==> src/design/pin_mux_pkg.sv <==
// Behaviour
// - after reset only test clock and reset pins take primary function
// - peripheral enable plus select picks alternates
// - test clock pin defaults to test role, pulled up
// - low reset pin resets and holds device
// - internal reset released synchronously after fixed count
// - repurposed reset pin no longer resets device
// - each port line individually input or output
// - port c and f pins default to port role
// - clock out pin carries selected clock source
// - serial transmit pin, shared line in single wire
package pin_mux_pkg;
  // number of multiplexed pins handled here
  localparam int unsigned NUM_PINS = 7;
  // pin indices
  localparam int unsigned PIN_TCK   = 0;
  localparam int unsigned PIN_RST   = 1;
  localparam int unsigned PIN_C0    = 2;
  localparam int unsigned PIN_C1    = 3;
  localparam int unsigned PIN_C2    = 4;
  localparam int unsigned PIN_F8    = 5;
  localparam int unsigned PIN_C3    = 6;
  // register offsets
  localparam logic [3:0] REG_PERIPH_EN  = 4'h0;
  localparam logic [3:0] REG_SEL_LO     = 4'h1;
  localparam logic [3:0] REG_SEL_HI     = 4'h2;
  localparam logic [3:0] REG_PORT_DIR   = 4'h3;
  localparam logic [3:0] REG_PORT_OUT   = 4'h4;
  localparam logic [3:0] REG_PORT_IN    = 4'h5;
  localparam logic [3:0] REG_CLOCK_OUTPUT_SELECT_REG_SEL = 4'h6;
  localparam logic [3:0] REG_CTRL       = 4'h7;
  localparam logic [3:0] REG_STATUS     = 4'h8;
  // reset values
  localparam logic [6:0] PERIPH_EN_RST = 7'h03;
  localparam logic [6:0] DIR_RST       = 7'h00;
  localparam logic [6:0] OUT_RST       = 7'h00;
  localparam logic [2:0] SEL_RST       = 3'h0;
  localparam logic [2:0] CLKSEL_RST    = 3'h0;
  // ctrl bit positions
  localparam int unsigned CTRL_SWRST = 0;
  localparam int unsigned CTRL_SWIRE = 1;
  // reset release delay in cycles
  localparam logic [4:0] RST_RELEASE_CYCLES = 5'h10;
  // alternate selector codes
  typedef enum logic [2:0]
  {
    ALT0 = 3'b000,
    ALT1 = 3'b001,
    ALT2 = 3'b010,
    ALT3 = 3'b011,
    ALT4 = 3'b100
  } alt_sel_t;
endpackage : pin_mux_pkg

==> src/design/reset_sync_if.sv <==
// carries reset request and released internal reset
interface reset_sync_if;
  logic req;   // any reset source active
  logic rst;   // internal reset output
  modport ctrl (output req, input rst);
  modport gen  (input req, output rst);
endinterface : reset_sync_if

==> src/design/reset_release.sv <==
// stretches reset and releases it after fixed count
module reset_release
  import pin_mux_pkg::*;
(
  // clock
  input  wire logic mclk_in,
  // reset link
  reset_sync_if.gen rs
);
  logic [4:0] count;  // cycles left until release

  // hold while requested, count down to release
  always_ff @(posedge mclk_in)
  begin
    if (rs.req)
    begin
      count  <= RST_RELEASE_CYCLES;
      rs.rst <= 1'b1;
    end
    else if (count != 5'h00)
    begin
      count  <= count - 5'h01;
      rs.rst <= 1'b1;
    end
    else
    begin
      rs.rst <= 1'b0;
    end
  end
endmodule : reset_release

==> src/design/pin_function_mux_reset_pins.sv <==
// pin function multiplexer for the first seven pins
module pin_function_mux_reset_pins
  import pin_mux_pkg::*;
(
  // clock and power-on reset
  input  wire logic       mclk_in,
  input  wire logic       rst_in,
  // register port
  input  wire logic [3:0] addr_in,
  input  wire logic [7:0] wdata_in,
  input  wire logic       wr_in,
  input  wire logic       rd_in,
  output logic      [7:0] rdata_out,
  // other reset sources
  input  wire logic       watchdog_rst_in,
  // pads
  input  wire logic [6:0] pad_in,
  output logic      [6:0] pad_out,
  output logic      [6:0] pad_oe_out,
  output logic      [6:0] pad_pullup_out,
  // peripheral signals toward pins
  input  wire logic       test_clk_en_in,
  input  wire logic       serial0_tx_in,
  input  wire logic       serial0_tx_oe_in,
  input  wire logic       crossbar_out_11_in,
  input  wire logic       crossbar_out_10_in,
  input  wire logic       comparator_d_out_in,
  input  wire logic       comparator_a_out_in,
  input  wire logic       timer_a_ch0_in,
  input  wire logic [3:0] clock_sources_in,
  // peripheral signals from pins
  output logic            test_clock_out,
  output logic            serial0_rx_out,
  output logic            crossbar_in_2_out,
  output logic            ext_clock_in_0_out,
  output logic            ext_clock_in_1_out,
  output logic            timer_a_ch0_out,
  output logic            crystal_active_out,
  // internal reset
  output logic            sys_rst_out
);
  // reset path
  reset_sync_if rs ();                 // reset link
  logic             sw_rst_req;        // software reset pulse
  logic             pin_rst_req;       // reset pin asserted
  logic             last_rst_pin;      // reset source was pin

  // configuration registers
  logic       [6:0] periph_en;         // per pin peripheral enable
  logic       [6:0] port_dir;          // 1 means output
  logic       [6:0] port_out;          // port output data
  alt_sel_t         sel [NUM_PINS];    // per pin alternate select
  logic       [2:0] clock_out_source_select;  // clock out source
  logic             single_wire;       // serial single wire mode

  // pad synchroniser stages
  logic       [6:0] pad_meta;          // sync stage one
  logic       [6:0] pad_sync;          // sync stage two

  // pin output staging
  logic       [6:0] next_out;          // pin drive
  logic       [6:0] next_oe;           // pin enable
  logic             clk_sel_bit;       // chosen clock source

  // two-flop synchroniser for every pad
  always_ff @(posedge mclk_in)
  begin
    pad_meta <= pad_in;
    pad_sync <= pad_meta;
  end

  // reset pin counts only in its reset role
  assign pin_rst_req = ~periph_en[PIN_RST] ? 1'b0 : ~pad_sync[PIN_RST];
  assign rs.req = rst_in | watchdog_rst_in | sw_rst_req | pin_rst_req;

  reset_release u_release
  (
    .mclk_in (mclk_in),
    .rs      (rs)
  );

  // peripheral enables, port role on c and f after reset
  always_ff @(posedge mclk_in)
  begin
    if (rs.rst)
      periph_en <= PERIPH_EN_RST;
    else if (wr_in && addr_in == REG_PERIPH_EN)
      periph_en <= wdata_in[6:0];
  end

  // per pin select fields
  genvar gi;
  generate
    for (gi = 0; gi < NUM_PINS; gi++)
    begin : g_sel
      // low register holds pins 0 and 1, high register the rest
      // field position fixed per pin, so no out of range slice
      localparam logic [3:0]  SEL_ADDR = (gi < 2) ? REG_SEL_LO : REG_SEL_HI;
      localparam int unsigned SEL_LSB  = (gi < 2) ? gi*4 : ((gi-2)%2)*4;
      always_ff @(posedge mclk_in)
      begin
        if (rs.rst)
          sel[gi] <= alt_sel_t'(SEL_RST);
        else if (wr_in && addr_in == SEL_ADDR)
          sel[gi] <= alt_sel_t'(wdata_in[SEL_LSB +: 3]);
      end
    end
  endgenerate

  // port direction and data
  always_ff @(posedge mclk_in)
  begin
    if (rs.rst)
    begin
      port_dir <= DIR_RST;
      port_out <= OUT_RST;
    end
    else if (wr_in && addr_in == REG_PORT_DIR)
      port_dir <= wdata_in[6:0];
    else if (wr_in && addr_in == REG_PORT_OUT)
      port_out <= wdata_in[6:0];
  end

  // clock out select and control bits
  always_ff @(posedge mclk_in)
  begin
    if (rs.rst)
    begin
      clock_out_source_select <= CLKSEL_RST;
      single_wire             <= 1'b0;
    end
    else if (wr_in && addr_in == REG_CLOCK_OUTPUT_SELECT_REG_SEL)
      clock_out_source_select <= wdata_in[2:0];
    else if (wr_in && addr_in == REG_CTRL)
      single_wire <= wdata_in[CTRL_SWIRE];
  end

  // software reset request pulse
  always_ff @(posedge mclk_in)
  begin
    if (rst_in)
      sw_rst_req <= 1'b0;
    else
      sw_rst_req <= wr_in && addr_in == REG_CTRL && wdata_in[CTRL_SWRST];
  end

  // remember pin caused reset
  always_ff @(posedge mclk_in)
  begin
    if (rst_in)
      last_rst_pin <= 1'b0;
    else if (pin_rst_req)
      last_rst_pin <= 1'b1;
    else if (rd_in && addr_in == REG_STATUS)
      last_rst_pin <= 1'b0;
  end

  // clock source mux
  assign clk_sel_bit = clock_sources_in[clock_out_source_select[1:0]];

  // one owner per pin output
  always_comb
  begin
    // start from port logic, peripherals override per pin
    next_out = port_out;
    next_oe  = port_dir;

    // test clock pin: input only in test role
    if (periph_en[PIN_TCK])
    begin
      next_out[PIN_TCK] = 1'b0;
      next_oe[PIN_TCK]  = 1'b0;
    end

    // reset pin: input only in reset role
    if (periph_en[PIN_RST])
    begin
      next_out[PIN_RST] = 1'b0;
      next_oe[PIN_RST]  = 1'b0;
    end

    // crystal and clock input pins are inputs
    if (periph_en[PIN_C0])
    begin
      next_out[PIN_C0] = 1'b0;
      next_oe[PIN_C0]  = 1'b0;
    end
    // crystal output pin left to the oscillator
    if (periph_en[PIN_C1])
    begin
      next_out[PIN_C1] = 1'b0;
      next_oe[PIN_C1]  = 1'b0;
    end
    // port c line 2 alternates
    if (periph_en[PIN_C2])
    begin
      unique case (sel[PIN_C2])
        ALT0:
        begin
          next_out[PIN_C2] = serial0_tx_in;
          next_oe[PIN_C2]  = single_wire ? serial0_tx_oe_in : 1'b1;
        end
        ALT1:
        begin
          next_out[PIN_C2] = crossbar_out_11_in;
          next_oe[PIN_C2]  = 1'b1;
        end
        ALT2:
        begin
          next_out[PIN_C2] = 1'b0;
          next_oe[PIN_C2]  = 1'b0;
        end
        default:
        begin
          next_out[PIN_C2] = clk_sel_bit;
          next_oe[PIN_C2]  = 1'b1;
        end
      endcase
    end
    // port f line 8 alternates
    if (periph_en[PIN_F8])
    begin
      unique case (sel[PIN_F8])
        ALT1:
        begin
          next_out[PIN_F8] = crossbar_out_10_in;
          next_oe[PIN_F8]  = 1'b1;
        end
        ALT2:
        begin
          next_out[PIN_F8] = comparator_d_out_in;
          next_oe[PIN_F8]  = 1'b1;
        end
        default:
        begin
          next_out[PIN_F8] = 1'b0;  // receive or aux input
          next_oe[PIN_F8]  = 1'b0;
        end
      endcase
    end
    // port c line 3 alternates
    if (periph_en[PIN_C3])
    begin
      unique case (sel[PIN_C3])
        ALT0:
        begin
          next_out[PIN_C3] = timer_a_ch0_in;
          next_oe[PIN_C3]  = 1'b1;
        end
        ALT1:
        begin
          next_out[PIN_C3] = comparator_a_out_in;
          next_oe[PIN_C3]  = 1'b1;
        end
        default:
        begin
          next_out[PIN_C3] = 1'b0;
          next_oe[PIN_C3]  = 1'b0;
        end
      endcase
    end
  end

  // registered pad drive and input routing
  always_ff @(posedge mclk_in)
  begin
    if (rs.rst)
    begin
      // pads released while in reset
      pad_out            <= 7'h00;
      pad_oe_out         <= 7'h00;
      pad_pullup_out     <= 7'h01;
      test_clock_out     <= 1'b1;
      serial0_rx_out     <= 1'b1;
      crossbar_in_2_out  <= 1'b0;
      ext_clock_in_0_out <= 1'b0;
      ext_clock_in_1_out <= 1'b0;
      timer_a_ch0_out    <= 1'b0;
      crystal_active_out <= 1'b0;
    end
    else
    begin
      // drive and enables follow staged values
      pad_out        <= next_out;
      pad_oe_out     <= next_oe;
      // pull-up only while test clock pin in test role
      pad_pullup_out <= {6'h00, periph_en[PIN_TCK]};
      test_clock_out <= periph_en[PIN_TCK] ? pad_sync[PIN_TCK] : 1'b1;
      // receive from single wire pin or dedicated rx pins
      if (periph_en[PIN_C2] && sel[PIN_C2] == ALT0 && single_wire)
        serial0_rx_out <= pad_sync[PIN_C2];
      else if (periph_en[PIN_F8] && sel[PIN_F8] == ALT0)
        serial0_rx_out <= pad_sync[PIN_F8];
      else if (periph_en[PIN_C3] && sel[PIN_C3] == ALT2)
        serial0_rx_out <= pad_sync[PIN_C3];
      else
        serial0_rx_out <= 1'b1;
      // routed peripheral inputs, idle low when unrouted
      crossbar_in_2_out  <= periph_en[PIN_C2] && sel[PIN_C2] == ALT2
                            && pad_sync[PIN_C2];
      ext_clock_in_0_out <= periph_en[PIN_C0] && sel[PIN_C0] == ALT1
                            && pad_sync[PIN_C0];
      ext_clock_in_1_out <= periph_en[PIN_C3] && sel[PIN_C3] == ALT3
                            && pad_sync[PIN_C3];
      timer_a_ch0_out    <= periph_en[PIN_C3] && sel[PIN_C3] == ALT0
                            && pad_sync[PIN_C3];
      crystal_active_out <= periph_en[PIN_C0] && sel[PIN_C0] == ALT0;
    end
  end

  // internal reset output
  always_ff @(posedge mclk_in)
  begin
    // extra stage keeps the output straight from a flip-flop
    sys_rst_out <= rs.rst;
  end

  // register read, data one cycle after strobe
  always_ff @(posedge mclk_in)
  begin
    if (rst_in)
      rdata_out <= 8'h00;
    else if (rd_in)
    begin
      unique case (addr_in)
        REG_PERIPH_EN:  rdata_out <= {1'b0, periph_en};
        REG_SEL_LO:     rdata_out <= {1'b0, sel[1], 1'b0, sel[0]};
        REG_SEL_HI:     rdata_out <= {1'b0, sel[3], 1'b0, sel[2]};
        REG_PORT_DIR:   rdata_out <= {1'b0, port_dir};
        REG_PORT_OUT:   rdata_out <= {1'b0, port_out};
        REG_PORT_IN:    rdata_out <= {1'b0, pad_sync};
        REG_CLOCK_OUTPUT_SELECT_REG_SEL: rdata_out <= {5'h00, clock_out_source_select};
        REG_CTRL:       rdata_out <= {6'h00, single_wire, 1'b0};
        REG_STATUS:     rdata_out <= {7'h00, last_rst_pin};
        default:        rdata_out <= 8'h00;
      endcase
    end
    else
      rdata_out <= 8'h00;
  end
endmodule : pin_function_mux_reset_pins

==> config.mk <==
export PLATFORM = sky130hd
export DESIGN_NAME = pin_function_mux_reset_pins
export DESIGN_NICKNAME = d
export VERILOG_FILES = /design/src/design/pin_mux_pkg.sv /design/src/design/reset_sync_if.sv /design/src/design/reset_release.sv /design/src/design/pin_function_mux_reset_pins.sv
export SDC_FILE = /design/constraint.sdc
export NUM_CORES = 1
export LEC_CHECK = 0
export ABC_AREA = 1
export BUFFER_PORTS_ARGS = -buffer_cell sky130_fd_sc_hd__buf_2
export CAP_MARGIN = 25
export CORE_MARGIN = 2
export CORE_UTILIZATION = 49
export DETAILED_ROUTE_END_ITERATION = 12
export PLACE_DENSITY_LB_ADDON = 0.3
export RECOVER_POWER = 50
export SYNTH_ARGS = -nofsm -noshare
export SYNTH_HDL_FRONTEND = slang
export SYNTH_SLANG_ARGS = --single-unit
==> constraint.sdc <==
create_clock -name mclk_in -period 1.38 [get_ports mclk_in]
set_input_delay 0.069 -clock mclk_in [delete_from_list [all_inputs] [get_ports mclk_in]]
set_output_delay 0.069 -clock mclk_in [all_outputs]
set_load 0.1 [all_outputs]
==> impl_metrics.yaml <==
detailed_routing:
  via_per_inst: 5.06
  wl_per_cell_um: 13.5
  postRouteAntennaNets: 0
  vias: 3072
  wirelength_um: 8190
  drc: 0
  first_iter_violations: 122
  dr.pass1.iters: 6
sta:
  rsz0062_at_grt: "false"
  max_freq_mhz: 762
  drv_slew: 0
  finalHoldViolations: 0
  fin_crit_sh: 0.951
  finalSetupViolCount: 0
  finalSetupTns_ns: 0
  finalCriticalPeriod_ns: 1.31
  fin_ws_ns: 0.0675
  fin_skew_ns: 0.00612
cells_and_area:
  fill_cells: 633
  fin_nets: 546
  drive_above_1_share: 0.207
  diodes: 0
  area_delta_synth_final_pct: 20.2
critical_path:
  startpoint: "sel[0][6]"
  worst_r2r_endpoint: "serial0_rx_out"
  worstPathMaxFanout: 5
  critPathArrivalTime_ns: 1.56
  endpoint: "serial0_rx_out"
  r2r_start: "sel[0][6]"
  start_kind: "flop"
  reg2regPathDepth: 6
  cp.required_ns: 1.62
  ff2ff_setup_slack_ns: 0.07
  crit_path_end_kind: "flop"
  crit_type: "reg2reg"
logic_synthesis:
  netlist_area_mm2: 0.00351
  synthCells: 418
  ys_types: 34
  avgSynthCellArea_um2: 8.39
  ys_seq_elements: 89
  synthSimpleGateAreaFrac: 0.247
  synth-xor-area-share: 0.00749
  synth_top_family_by_area: "simple AND/OR/NAND/NOR gates"
  synth_edf_count: 12
  synth-async-reset-ratio: 0
  synthAdderAreaFrac: 0.00713
  synth-compound-area-share: 0.102
  yosys_warnings: 0
  ys.flop_type: "dfxtp_1"
  yosysSeqAreaShare: 0.542
  synth_mux_area_frac: 0
cts:
  cts_buffers: 9
  clkTransAtPathRegs_ns: 0.08
  cts-root-buf: "clkbuf_8"
  clkSinkCount: 89
  htree_levels: 3
  clk_path_buf_depth: 2
  clk-insertion-delay-late_ns: 0.35
  cts_tree: "done"
flow_run:
  timing.max_cap.violations: 0
place:
  gp_congestion: 0.911
  portBuffers: 63
  hpwlAfterDp_um: 6090
  pre_cts_slack_ns: 0.0786
floorplan:
  start_util: 0.511
  die_area_mm2: 0.00785
  fp.dieH_um: 88.6
  die_w_um: 88.6
  rows: 30
  core_mm2: 0.00687
  pin_count: 73
pwr:
  power.total_w: 0.00466
  power_density_mw_per_mm2: 1110
  leakagePower_nw: 1.81
  max-vdd-ir-drop_mv: 0.894
run_status:
  status: "finished clean"
global_routing:
  grt_pass1_vias: 2777
  grt_start_max_net_pins: 19
  track_usage: 0.223
  grt_pass1_wl_um: 13200
  antenna_found_initial: 0
  overflow: 0
worst_hold_path:
  hp-class: "in2reg"
  min_delay_path_depth: 3
  min-delay-start: "comparator_d_out_in"
[how the worst min path moves through the flow]
stage / endpoint / slack, ns
2_1_floorplan: pad_meta[0] / 0.1
3_3_place_gp: pad_meta[0] / 0.17
3_5_place_dp: pad_meta[0] / 0.17
4_1_cts: port_out[3] / 0.02
5_1_grt: pad_out[5] / 0.02
6_report: pad_out[5] / 0.01
[synthesized netlist by cell type (all sizes together), types with 2 or more instances]
cell	n	area, um^2
nand3	43	225
o211ai	6	45.0
dfxtp	77	1540
nand4	7	43.8
nor2	52	243
nand2	64	255
a21oi	32	160
buf	13	101
nand3b	2	15.0
nor3	13	65.1
clkbuf	4	15.0
xnor2	2	17.5
edfxtp	12	360
ha	2	25.0
inv	56	210
o21ai	25	133
[state kept, by name (all words and copies together), names as in the netlist, 3 cells and up]
register and flops:
pad_sync 7, periph_en 7, pad_oe_out 7, port_dir 7, u_release.count 5, sel 12, pad_out 7, port_out 7
clock_out_source_select 3, rdata_out 7, pad_meta 7
[layer usage]
layer	global-route usage	up-vias	part of all wire
met3	0.0336	16	0.058
met1	0.299	1413	0.45
met5	0	-	0
met2	0.370	116	0.48
li1	-	1527	-
met4	0.0744	0	0.016
[layout make-up]
class / instances / area, um^2 / area share
inverter: 56 / 210 / 0.0498
tap: 96 / 120 / 0.0285
clock buffer: 12 / 166 / 0.0395
multi-input combinational: 262 / 1280 / 0.303
clock inverter: 2 / 11.3 / 0.00267
sequential: 89 / 1900 / 0.451
timing repair buffer: 90 / 528 / 0.125
[kinds of logic (layout without fill, tap and decap cells)]
group / Yosys count / after routing
simple gates: 184 / 184
other cells: 1 / 7
xor+xnor: 3 / 3
compound gates: 66 / 66
fa+ha+maj: 2 / 2
buf+inv: 73 / 160
flops: 89 / 89
[worst max-delay path, cell delays in order (launching register included)]
cell      delay, ns
edfxtp_1       0.49
inv_1          0.15
nand2_1        0.09
nor3_1         0.22
inv_1          0.10
o211ai_1       0.09
nand2_1        0.07
[power breakdown]
part           leakage, nW  internal (W)  total, W  switching (W)
sequential           0.774       0.00265   0.00267      0.0000195
clock               0.0938      0.000793   0.00163       0.000840
combinational        0.945      0.000111  0.000361       0.000249
total                 1.81       0.00356   0.00466        0.00111
[stage by stage]
stage                     area [um^2]  instances   util  hold slack (ns)
final                            4220        607  0.614           0.0129
after global routing             4220        607  0.614           0.0162
after CTS                        4250        606  0.618           0.0208
after detailed placement         3980        583  0.579            0.173
after global placement           3980        583  0.579            0.171
after floorplan                  3530        424      -           0.0967
[timing repair]
item                                    4_1_cts  5_1_grt
endpoints found under the setup margin        0        3
resized for setup                             0        1
hold buffers                                  9        0
buffers inserted                              0        1
endpoints found under the hold margin        10        0
[cell usage in the layout, fill, tap and decap left out, types with 2 or more instances in the layout]
master         count
a21oi_1           32
buf_2             61
buf_4             15
clkbuf_1           5
clkbuf_8          10
conb_1             7
dfxtp_1           77
dlygate4sd3_1      9
edfxtp_1          12
ha_1               2
inv_1             52
inv_2              4
nand2_1           62
nand2_2            2
nand3_1           41
nand3_2            2
nand3b_1           2
nand4_1            7
nor2_1            45
nor2_2             2
nor2_4             5
nor3_1            13
o211ai_1           6
o21ai_0           23
o21ai_1            2
xnor2_1            2
Power figures use the tool's default switching activity.
